==> src/fsc_params.svh <==
// Constants of the flash status and configuration register group.
`ifndef FSC_PARAMS_SVH
`define FSC_PARAMS_SVH

// ============================================================
// Command codes
`define FSC_OP_WRITE_REGS 8'h01
`define FSC_OP_PROGRAM 8'h02
`define FSC_OP_CLR_LATCH 8'h04
`define FSC_OP_RD_STATUS 8'h05
`define FSC_OP_SET_LATCH 8'h06
`define FSC_OP_RD_SUSPEND 8'h07
`define FSC_OP_CLR_ERRORS 8'h30
`define FSC_OP_RD_CONFIG 8'h35
`define FSC_OP_ERASE 8'hd8

// ============================================================
// Reset values and timing
`define FSC_STATUS_RESET 8'h00
`define FSC_CONFIG_RESET 8'h00
`define FSC_SUSPEND_RESET 8'h00
`define FSC_WRITE_CYCLES 16

`endif

==> src/fsc_pkg.sv <==
// Types of the flash status and configuration register group.
package fsc_pkg;

	// ============================================================
	// Register layouts, most significant field first.
	typedef struct packed {
		logic status_write_lock;
		logic prog_error;
		logic erase_error;
		logic protect_range_bit_high;
		logic protect_range_bit_mid;
		logic protect_range_bit_low;
		logic write_enable_latch;
		logic busy_flag;
	} fsc_status_t;

	typedef struct packed {
		logic latency_code_high;
		logic latency_code_low;
		logic protect_start_select;
		logic rsvd4;
		logic protect_volatility_select;
		logic rsvd2;
		logic quad_enable;
		logic freeze;
	} fsc_config_t;

	// ============================================================
	// Register write timer states.
	typedef enum logic [1:0] {
		FSC_IDLE = 2'b01,
		FSC_WRITING = 2'b10
	} fsc_state_t;

endpackage

==> src/fsc_regs.sv <==
// Status, configuration and suspend registers behind a serial command port.
`timescale 1ns/10ps
`include "fsc_params.svh"

module fsc_regs #(
	parameter int WRITE_CYCLES = `FSC_WRITE_CYCLES
) (
	input wire logic core_clk_i,
	input wire logic sys_rst_i,
	input wire logic ce_i,
	input wire logic sclk_i,
	input wire logic cs_n_i,
	input wire logic mosi_i,
	input wire logic write_protect_n_i,
	output logic miso_o,
	output logic miso_oe_o,
	input wire logic engine_busy_i,
	input wire logic prog_fail_i,
	input wire logic erase_fail_i,
	input wire logic program_suspended_i,
	input wire logic erase_suspended_i,
	output logic prog_start_o,
	output logic erase_start_o,
	output logic [2:0] protect_range_o,
	output logic protect_start_select_o,
	output logic protect_volatility_select_o,
	output logic quad_enable_o,
	output logic freeze_o,
	output logic [1:0] latency_code_o
);

	// ============================================================
	// State
	logic [2:0] sclk_q, sclk_d, csn_q, csn_d;
	logic [1:0] mosi_q, mosi_d, wpn_q, wpn_d;
	fsc_pkg::fsc_state_t st_q, st_d;
	logic [15:0] wcnt_q, wcnt_d;
	logic [2:0] bits_q, bits_d;
	logic [1:0] nbytes_q, nbytes_d;
	logic [7:0] sh_q, sh_d, op_q, op_d, tx_q, tx_d;
	logic [7:0] sr_new_q, sr_new_d, cr_new_q, cr_new_d;
	logic miso_q, miso_d, oe_q, oe_d, pst_q, pst_d, est_q, est_d;
	fsc_pkg::fsc_status_t sr_q, sr_d, sr_view, sr_in;
	fsc_pkg::fsc_config_t cr_q, cr_d, cr_in;
	logic [1:0] susp_q, susp_d;
	logic rise, fall, desel, busy, locked, regs_wr_ok, clr_err;
	logic [7:0] byte_in;

	// ============================================================
	// Next state
	always_comb begin
		sclk_d = {sclk_q[1:0], sclk_i};
		csn_d = {csn_q[1:0], cs_n_i};
		mosi_d = {mosi_q[0], mosi_i};
		wpn_d = {wpn_q[0], write_protect_n_i};
		rise = sclk_q[1] & ~sclk_q[2];
		fall = ~sclk_q[1] & sclk_q[2];
		desel = csn_q[1] & ~csn_q[2];
		busy = (st_q == fsc_pkg::FSC_WRITING) | engine_busy_i;
		sr_view = sr_q;
		sr_view.busy_flag = busy;
		byte_in = {sh_q[6:0], mosi_q[1]};
		locked = sr_q.status_write_lock & ~wpn_q[1];
		regs_wr_ok = desel && op_q == `FSC_OP_WRITE_REGS && nbytes_q >= 2'd2 &&
			sr_q.write_enable_latch && !busy && !locked;
		clr_err = desel && op_q == `FSC_OP_CLR_ERRORS && nbytes_q == 2'd1;
		sr_in = fsc_pkg::fsc_status_t'(sr_new_q);
		cr_in = fsc_pkg::fsc_config_t'(cr_new_q);
		st_d = st_q;
		wcnt_d = wcnt_q;
		bits_d = bits_q;
		nbytes_d = nbytes_q;
		sh_d = sh_q;
		op_d = op_q;
		tx_d = tx_q;
		sr_new_d = sr_new_q;
		cr_new_d = cr_new_q;
		miso_d = miso_q;
		oe_d = oe_q;
		sr_d = sr_q;
		cr_d = cr_q;
		pst_d = 1'b0;
		est_d = 1'b0;
		susp_d = {erase_suspended_i, program_suspended_i};
		if (csn_q[1]) begin
			bits_d = 3'd0;
			nbytes_d = 2'd0;
			oe_d = 1'b0;
		end else if (rise) begin
			sh_d = byte_in;
			bits_d = bits_q + 3'd1;
			if (bits_q == 3'd7) begin
				if (nbytes_q != 2'd3) begin
					nbytes_d = nbytes_q + 2'd1;
				end
				if (nbytes_q == 2'd0) begin
					op_d = byte_in;
					oe_d = 1'b1;
					case (byte_in)
						`FSC_OP_RD_STATUS: tx_d = sr_view;
						`FSC_OP_RD_CONFIG: tx_d = cr_q;
						`FSC_OP_RD_SUSPEND: tx_d = {6'h00, susp_q};
						default: oe_d = 1'b0;
					endcase
				end else if (nbytes_q == 2'd1) begin
					sr_new_d = byte_in;
					cr_new_d = cr_q;
				end else if (nbytes_q == 2'd2) begin
					cr_new_d = byte_in;
				end
			end
		end else if (fall && oe_q) begin
			// Status is resampled each byte so busy polling sees fresh state.
			miso_d = tx_q[7];
			tx_d = {tx_q[6:0], tx_q[7]};
			if (bits_q == 3'd0 && op_q == `FSC_OP_RD_STATUS) begin
				miso_d = sr_view.status_write_lock;
				tx_d = {sr_view[6:0], sr_view[7]};
			end
		end
		if (desel && nbytes_q == 2'd1 && !busy) begin
			if (op_q == `FSC_OP_SET_LATCH) begin
				sr_d.write_enable_latch = 1'b1;
			end else if (op_q == `FSC_OP_CLR_LATCH) begin
				sr_d.write_enable_latch = 1'b0;
			end
		end
		if (desel && nbytes_q >= 2'd2 && sr_q.write_enable_latch && !busy) begin
			pst_d = op_q == `FSC_OP_PROGRAM;
			est_d = op_q == `FSC_OP_ERASE;
		end
		if (regs_wr_ok) begin
			st_d = fsc_pkg::FSC_WRITING;
			wcnt_d = 16'(WRITE_CYCLES - 1);
			sr_d.status_write_lock = sr_in.status_write_lock;
			if (!cr_q.freeze) begin
				sr_d.protect_range_bit_high = sr_in.protect_range_bit_high;
				sr_d.protect_range_bit_mid = sr_in.protect_range_bit_mid;
				sr_d.protect_range_bit_low = sr_in.protect_range_bit_low;
				// One-time bits can only be set, never cleared again.
				cr_d.protect_start_select = cr_q.protect_start_select |
					cr_in.protect_start_select;
			end
			cr_d.protect_volatility_select = cr_q.protect_volatility_select |
				cr_in.protect_volatility_select;
			cr_d.latency_code_high = cr_in.latency_code_high;
			cr_d.latency_code_low = cr_in.latency_code_low;
			cr_d.quad_enable = cr_in.quad_enable;
			cr_d.freeze = cr_q.freeze | cr_in.freeze;
		end else if (st_q == fsc_pkg::FSC_WRITING) begin
			wcnt_d = wcnt_q - 16'd1;
			if (wcnt_q == 16'd0) begin
				st_d = fsc_pkg::FSC_IDLE;
			end
		end
		// A failure reported in the clearing cycle still sets its flag.
		sr_d.prog_error = (sr_q.prog_error & ~clr_err) | prog_fail_i;
		sr_d.erase_error = (sr_q.erase_error & ~clr_err) | erase_fail_i;
		sr_d.busy_flag = 1'b0;
		cr_d.rsvd4 = 1'b0;
		cr_d.rsvd2 = 1'b0;
	end

	// ============================================================
	// Registers
	always_ff @(posedge core_clk_i) begin
		if (sys_rst_i) begin
			sclk_q <= 3'h0;
			csn_q <= 3'h7;
			mosi_q <= 2'h0;
			wpn_q <= 2'h3;
			st_q <= fsc_pkg::FSC_IDLE;
			wcnt_q <= 16'h0;
			bits_q <= 3'h0;
			nbytes_q <= 2'h0;
			sh_q <= 8'h00;
			op_q <= 8'h00;
			tx_q <= 8'h00;
			sr_new_q <= 8'h00;
			cr_new_q <= 8'h00;
			miso_q <= 1'b0;
			oe_q <= 1'b0;
			pst_q <= 1'b0;
			est_q <= 1'b0;
			sr_q <= `FSC_STATUS_RESET;
			cr_q <= `FSC_CONFIG_RESET;
			susp_q <= 2'h0;
		end else if (ce_i) begin
			sclk_q <= sclk_d;
			csn_q <= csn_d;
			mosi_q <= mosi_d;
			wpn_q <= wpn_d;
			st_q <= st_d;
			wcnt_q <= wcnt_d;
			bits_q <= bits_d;
			nbytes_q <= nbytes_d;
			sh_q <= sh_d;
			op_q <= op_d;
			tx_q <= tx_d;
			sr_new_q <= sr_new_d;
			cr_new_q <= cr_new_d;
			miso_q <= miso_d;
			oe_q <= oe_d;
			pst_q <= pst_d;
			est_q <= est_d;
			sr_q <= sr_d;
			cr_q <= cr_d;
			susp_q <= susp_d;
		end
	end

	assign miso_o = miso_q;
	assign miso_oe_o = oe_q;
	assign prog_start_o = pst_q;
	assign erase_start_o = est_q;
	assign protect_range_o = {sr_q.protect_range_bit_high,
		sr_q.protect_range_bit_mid, sr_q.protect_range_bit_low};
	assign protect_start_select_o = cr_q.protect_start_select;
	assign protect_volatility_select_o = cr_q.protect_volatility_select;
	assign quad_enable_o = cr_q.quad_enable;
	assign freeze_o = cr_q.freeze;
	assign latency_code_o = {cr_q.latency_code_high, cr_q.latency_code_low};

	// ============================================================
	// Checks
	chk_lock_blocks_write: assert property (@(posedge core_clk_i)
		disable iff (sys_rst_i) ce_i && locked && desel &&
		op_q == `FSC_OP_WRITE_REGS |=> $stable(cr_q) &&
		$stable(protect_range_o) && $stable(sr_q.status_write_lock))
		else $error("register write taken while locked");
	chk_prog_flag_set: assert property (@(posedge core_clk_i)
		disable iff (sys_rst_i) ce_i && prog_fail_i |=> sr_q.prog_error)
		else $error("program error flag not set");
	chk_erase_flag_set: assert property (@(posedge core_clk_i)
		disable iff (sys_rst_i) ce_i && erase_fail_i |=> sr_q.erase_error)
		else $error("erase error flag not set");
	chk_start_needs_latch: assert property (@(posedge core_clk_i)
		disable iff (sys_rst_i)
		prog_start_o || erase_start_o |-> $past(sr_q.write_enable_latch))
		else $error("operation started without write latch");
	chk_latch_only_cmds: assert property (@(posedge core_clk_i)
		disable iff (sys_rst_i) $changed(sr_q.write_enable_latch) |->
		$past(desel) && ($past(op_q) == `FSC_OP_SET_LATCH ||
		$past(op_q) == `FSC_OP_CLR_LATCH))
		else $error("write latch changed by other command");
	chk_busy_after_write: assert property (@(posedge core_clk_i)
		disable iff (sys_rst_i) ce_i && regs_wr_ok |=> sr_view.busy_flag[*8])
		else $error("busy not held after register write");
	chk_freeze_holds_bp: assert property (@(posedge core_clk_i)
		disable iff (sys_rst_i) cr_q.freeze |=>
		$stable(protect_range_o) && $stable(protect_start_select_o))
		else $error("protection changed while frozen");
	// The loaded shift word is checked, since the serial line still shows
	// stale or suspend bits around the byte edges.
	chk_reserved_zero: assert property (@(posedge core_clk_i)
		disable iff (sys_rst_i) !cr_q.rsvd4 && !cr_q.rsvd2 &&
		(!oe_q || $past(oe_q) || op_q != `FSC_OP_RD_SUSPEND ||
		tx_q[7:2] == 6'h00))
		else $error("reserved bit reads as one");
	chk_suspend_follow: assert property (@(posedge core_clk_i)
		disable iff (sys_rst_i) ce_i |=>
		susp_q == $past({erase_suspended_i, program_suspended_i}))
		else $error("suspend status does not follow engine");
	cov_reg_write: cover property (@(posedge core_clk_i) regs_wr_ok);
	cov_locked_write: cover property (@(posedge core_clk_i)
		desel && op_q == `FSC_OP_WRITE_REGS && locked);
	cov_status_read: cover property (@(posedge core_clk_i)
		oe_q && op_q == `FSC_OP_RD_STATUS && busy);
	cov_program_start: cover property (@(posedge core_clk_i) prog_start_o);

endmodule

==> config.mk <==
export PLATFORM = sky130hd
export DESIGN_NAME = fsc_regs
export DESIGN_NICKNAME = d
export VERILOG_FILES = /design/src/fsc_pkg.sv /design/src/fsc_regs.sv
export VERILOG_INCLUDE_DIRS = /design/src /design/src/src
export SDC_FILE = /design/constraint.sdc
export NUM_CORES = 1
export LEC_CHECK = 0
export BUFFER_PORTS_ARGS = -buffer_cell sky130_fd_sc_hd__buf_2
export CORE_MARGIN = 3
export CORE_UTILIZATION = 30
export DETAILED_ROUTE_END_ITERATION = 16
export GPL_ROUTABILITY_DRIVEN = 0
export PLACE_DENSITY = 0.48
export SLEW_MARGIN = 0
export SYNTH_ARGS = -nofsm -noshare
export SYNTH_HDL_FRONTEND = slang
export SYNTH_SLANG_ARGS = --single-unit
==> constraint.sdc <==
create_clock -name core_clk_i -period 3.1 [get_ports core_clk_i]
set_input_delay 0 -clock core_clk_i [delete_from_list [all_inputs] [get_ports core_clk_i]]
set_output_delay 0 -clock core_clk_i [all_outputs]
set_load 0.005 [all_outputs]
# Word level (Yosys, flattened, before mapping)
# Index checks and enable logic that the tools add are counted.
[classes] n_addsub=3 mul=0 div_mod_pow=0 order_cmp=1 n_eq_ne=18 n_shift=0 n_mux=29 bitwise_logic=21 n_reduce_logical=43
[ops] operator="8-bit two-way mux" n=7
[ops] operator="8-bit by 3-bit equality test with 1-bit output (second input constant)" n=5
[ops] operator="16-bit two-way mux" n=2
[ops] operator="8-bit case mux with 3 select lines" n=1
[ops] operator="6-bit AND reduction" n=3
[ops] operator="2-bit nonzero test" n=9
[ops] operator="8-bit by 6-bit equality test with 1-bit output (second input constant)" n=2
[ops] operator="16-bit zero test" n=1
[ops] operator="16-bit by 1-bit subtractor with 16-bit output (second input constant)" n=1
[ops] operator="1-bit logical AND" n=14
[ops] operator="2-bit two-way mux" n=7
[ops] operator="3-bit AND reduction" n=4
[ops] operator="4-bit AND reduction" n=3
[ops] operator="1-bit two-way mux" n=10
[ops] operator="1-bit inverter" n=9
[ops] operator="8-bit by 1-bit equality test with 1-bit output (second input constant)" n=1
[ops] operator="8-bit by 2-bit equality test with 1-bit output (second input constant)" n=1
[ops] operator="8-bit equality test (second input constant)" n=1
[ops] operator="1-bit AND" n=6
[ops] operator="3-bit two-way mux" n=2
[ops] operator="1-bit OR" n=6
[ops] operator="2-bit AND reduction" n=3
[ops] operator="5-bit AND reduction" n=1
[ops] operator="2-bit equality test (second input constant)" n=2
[ops] operator="other kinds (12)" n=14
[totals] regBits=91 latch_bits=0 mem_bits_rw=0 mem_bits_ro=0 inputBits=12 out_inout_bits=13 elab_cells=146 mem_count=0

# Depth between registers and ports, before layout
[logic_depth] word_depth=9 depth_mapped=9 depth_no_buf=7

# Worst setup path before layout
# Ideal clock, no wire load.
[synth_path] kind="reg-to-reg" from="register op_q[4]" to="register wcnt_q[11]" setup_time_ns=0.115 t_arrival_ns=2.044 t_required_ns=2.985 setup_slack_ns=0.941 stages_incl_launch_ff=8 path_buffers=2 synth_period_minus_slack_ns=2.159 path_cell_list="dfxtp_1 or4_4 or4_4 or3_1 buf_6 nand2_4 buf_6 nor2_1"
[synth_between] elab_chain_cells=8 elab_cells_between_ends=9 classes_between="eq/ne: 1; mux: 1; reduce/logical: 7"
[synth_rtl] item="start, declared" line_no="fsc_regs.sv:40" source="logic [7:0] sh_q, sh_d, op_q, op_d, tx_q, tx_d;"
[synth_rtl] item="start signal, assigned" line_no="fsc_regs.sv:198" source="op_q <= op_d;"
[synth_rtl] item="8-bit by 1-bit equality test with 1-bit output (no line) *"
[synth_rtl] item="1-bit logical AND (no line) *"
[synth_rtl] item="1-bit logical AND * (4 in series)" line_no="fsc_regs.sv:64" source="regs_wr_ok = desel && op_q == `FSC_OP_WRITE_REGS && nbytes_q >= 2'd2 &&"
[synth_rtl] item="2-bit nonzero test (no line)"
[synth_rtl] item="2-bit AND reduction (no line)"
[synth_rtl] item="end signal, assigned" line_no="fsc_regs.sv:194" source="wcnt_q <= wcnt_d;"
[synth_rtl] item="end, declared" line_no="fsc_regs.sv:37" source="logic [15:0] wcnt_q, wcnt_d;"
# Every way passes the cells marked *; elsewhere a longest branch is shown, timed or not.
# A chain may end at the register's enable or synchronous reset.

# Worst setup path after layout
[layout_path] from="register op_q[5]" to="register wcnt_q[4]"
# The elaborated chain is that of the path after synthesis.

==> results.sh <==
export IMPL_status="finished, final reports clean"
export IMPL_clk_latency_ns=0.35
export IMPL_setup_viol=0
export IMPL_antenna_found_initial=0
export IMPL_powerDensity_mw_per_mm2=491
export IMPL_max_freq_mhz=425
export IMPL_muxShareOfSynthArea_pct=11.0
export IMPL_endpoint_kind="register"
export IMPL_cts_root_buf="clkbuf_16"
export IMPL_ys_seq_elements=85
export IMPL_tightest_slew_ns=0.800
export IMPL_top_level_ports=25
export IMPL_clock_skew_ns=0.00959
export IMPL_wl_per_cell_um=15.5
export IMPL_numClockSinks=85
export IMPL_min_path_type="in2reg"
export IMPL_ant_nets=0
export IMPL_rr_endpoint="wcnt_q[4]"
export IMPL_fin_crit_sh_pct=75.8
export IMPL_synthXorXnorAreaFrac_pct=3.15
export IMPL_die_area_mm2=0.0144
export IMPL_cts_made_buffers=9
export IMPL_dpl_hpwl_mm=6.76
export IMPL_synth_distinct_cells=53
export IMPL_syn_inst=431
export IMPL_core_area_mm2=0.0124
export IMPL_drive_gt1_share_pct=13.9
export IMPL_syn_avg_cell_area_um2=9.02
export IMPL_vias_per_cell=4.94
export IMPL_r2r_slack_ns=0.75
export IMPL_layout_nets=476
export IMPL_multi_input_area_mm2=0.00203
export IMPL_crit_start="op_q[5]"
export IMPL_grt_pass1_vias=3036
export IMPL_hold_path_depth=3
export IMPL_initial_core_util_pct=31.5
export IMPL_vias=3105
export IMPL_cp_max_fo=12
export IMPL_final_cell_mix="dfxtp_1 (85), nor2_1 (69), mux2i_1 (35), nand2_1 (35), a21oi_1 (25)"
export IMPL_totalWireLength_mm=9.73
export IMPL_cts_buffer_depth=2
export IMPL_min_from="ce_i"
export IMPL_critPathKind="reg2reg"
export IMPL_syn2layout_area_growth_pct=16.1
export IMPL_rows=40
export IMPL_cts_setup_buffers=0
export IMPL_drt_iter0_drc=197
export IMPL_cp_data_arrival_time_ns=2.59
export IMPL_slew_viol_final=0
export IMPL_seqCellArea_mm2=0.00170
export IMPL_final_common_cell="dfxtp_1"
export IMPL_rsz0062_at_grt="no"
export IMPL_fillers=1287
export IMPL_cts_tree="yes"
export IMPL_synth_edf_count=0
export IMPL_grt_max_degree=59
export IMPL_slew_headroom_pct=46.2
export IMPL_n_antenna_cell=0
export IMPL_dieHeight_um=120
export IMPL_synth_top_family_by_area="simple AND/OR/NAND/NOR gates"
export IMPL_r2r_start="op_q[5]"
export IMPL_drcViolationCount=0
export IMPL_maxCapViolCount=0
export IMPL_irDropWorstVdd_mv=0.310
export IMPL_drt_first_pass_iters=4
export IMPL_critPathLaunchType="register"
export IMPL_crit_required_ns=3.34
export IMPL_hold_viol=0
export IMPL_ff2ff_path_depth=5
export IMPL_clkSlewWorstSetupHoldPaths_ns=0.07
export IMPL_synthFlopType="dfxtp_1"
export IMPL_synth_seq_area_share_pct=43.8
export IMPL_port_buffers=24
export IMPL_ys_warn_count=0
export IMPL_synthesis_nets=452
export IMPL_totalNegativeSetupSlack_ns=0
export IMPL_groute_usage_overall_pct=14.3
export IMPL_h_tree_depth=3
export IMPL_grt_first_pass_wirelength_mm=16.2
export IMPL_synth_compound_area_share_pct=12.6
export IMPL_chipWidth_um=120
export IMPL_overflow=0
export IMPL_synth_async_reset_ratio_pct=0
export IMPL_syn_area_mm2=0.00389
export IMPL_min_period_ns=2.35
export IMPL_synthAdderAreaFrac_pct=2.90
export IMPL_p_leak_nw=1.73
export IMPL_synthSimpleGateAreaFrac_pct=22.4
export IMPL_hold_path_endpoint="csn_q[2]"
export IMPL_utilization_pct=36.5
-- synth_stat cells, drive strengths merged, types with 6 or more instances --
library cell	instances	share of area (%)
mux2	7	2.0
a211oi	7	1.4
nor3	11	1.5
nor2	69	6.7
nand2b	6	0.97
o21ai	14	1.8
nand2	36	3.7
inv	10	0.97
nor4	6	1.7
clkbuf	18	1.7
dfxtp	85	44
buf	8	1.4
mux2i	35	9.0
xnor2	12	2.7
a21oi	25	3.2
or4	6	1.4
ha	9	2.9
nand3	6	0.77
-- layout make-up --
type	instances	share of cell area, %
clock buffer	10	5.30
inverter	10	0.832
tap	168	4.66
clock inverter	6	1.03
multi-input combinational	310	44.9
sequential	85	37.7
timing repair buffer	39	5.60
-- power breakdown --
part | internal (mW) | leakage (nW) | switching, mW
logic | 0.0302 | 0.912 | 0.0458
clock network | 0.570 | 0.135 | 0.462
registers | 1.10 | 0.687 | 0.00728
total | 1.70 | 1.73 | 0.515
-- what timing repair did --
item	CTS	global route
endpoints found under the hold margin	8	0
resized for setup	0	0
hold buffers	8	0
-- metrics by stage --
| step | instance area [µm²] | power [mW] | std cells | hold slack, ns | setup WS (ns) |
|---|---|---|---|---|---|
| after global routing | 4510 | 2.29 | 628 | 0.122 | 0.659 |
| final | 4510 | 2.22 | 628 | 0.0802 | 0.749 |
| after CTS | 4510 | 2.25 | 628 | 0.0824 | 0.746 |
| after detailed placement | 4150 | 1.20 | 604 | 0.220 | 0.761 |
| after global placement | 4150 | 1.20 | 604 | 0.219 | 0.787 |
| after floorplan | 3890 | 1.18 | 431 | 0.128 | 0.941 |
-- per-layer routing --
metal | wire, µm | GRT usage, % | vias to the layer above
met5 | 0 | 0 | -
met4 | 261 | 6.01 | 0
met3 | 404 | 4.10 | 15
met2 | 4380 | 22.0 | 53
li1 | - | - | 1566
met1 | 4680 | 18.9 | 1471
-- worst max-delay path, stage by stage (launching register included) --
cell	delay (ns)
dfxtp_1	0.35
or4_4	0.54
or4_4	0.47
or3_1	0.57
nand2_4	0.23
nor2_1	0.07
-- worst max-delay path by stage --
stage,endpoint,slack [ns],cells past startpoint
after global placement,wcnt_q[14],0.79,5
after detailed placement,wcnt_q[4],0.76,5
after floorplan,wcnt_q[11],0.94,7
after CTS,wcnt_q[4],0.75,5
after global routing,wcnt_q[15],0.66,5
final,wcnt_q[4],0.75,5
-- cells by family after synthesis --
logic type               after synthesis
AND/OR/NAND/NOR                      170
flip-flops                            85
AO/OA/AOI/OAI                         75
multiplexers                          42
buffers and inverters                 36
XOR/XNOR                              14
adder cells (fa/ha/maj)                9
-- state kept, by name (all words and copies together), names as in the netlist, 2 cells and up --
register	count
latency_code_o	2
sr_in	4
protect_range_o	3
sclk_q	3
tx_q	8
csn_q	3
cr_in	6
sr_q	4
st_q	2
wcnt_q	16
wpn_q	2
op_q	8
mosi_q	2
nbytes_q	2
bits_q	3
sh_q	7
susp_q	2
No activity file was read; power rests on OpenSTA's default activity.
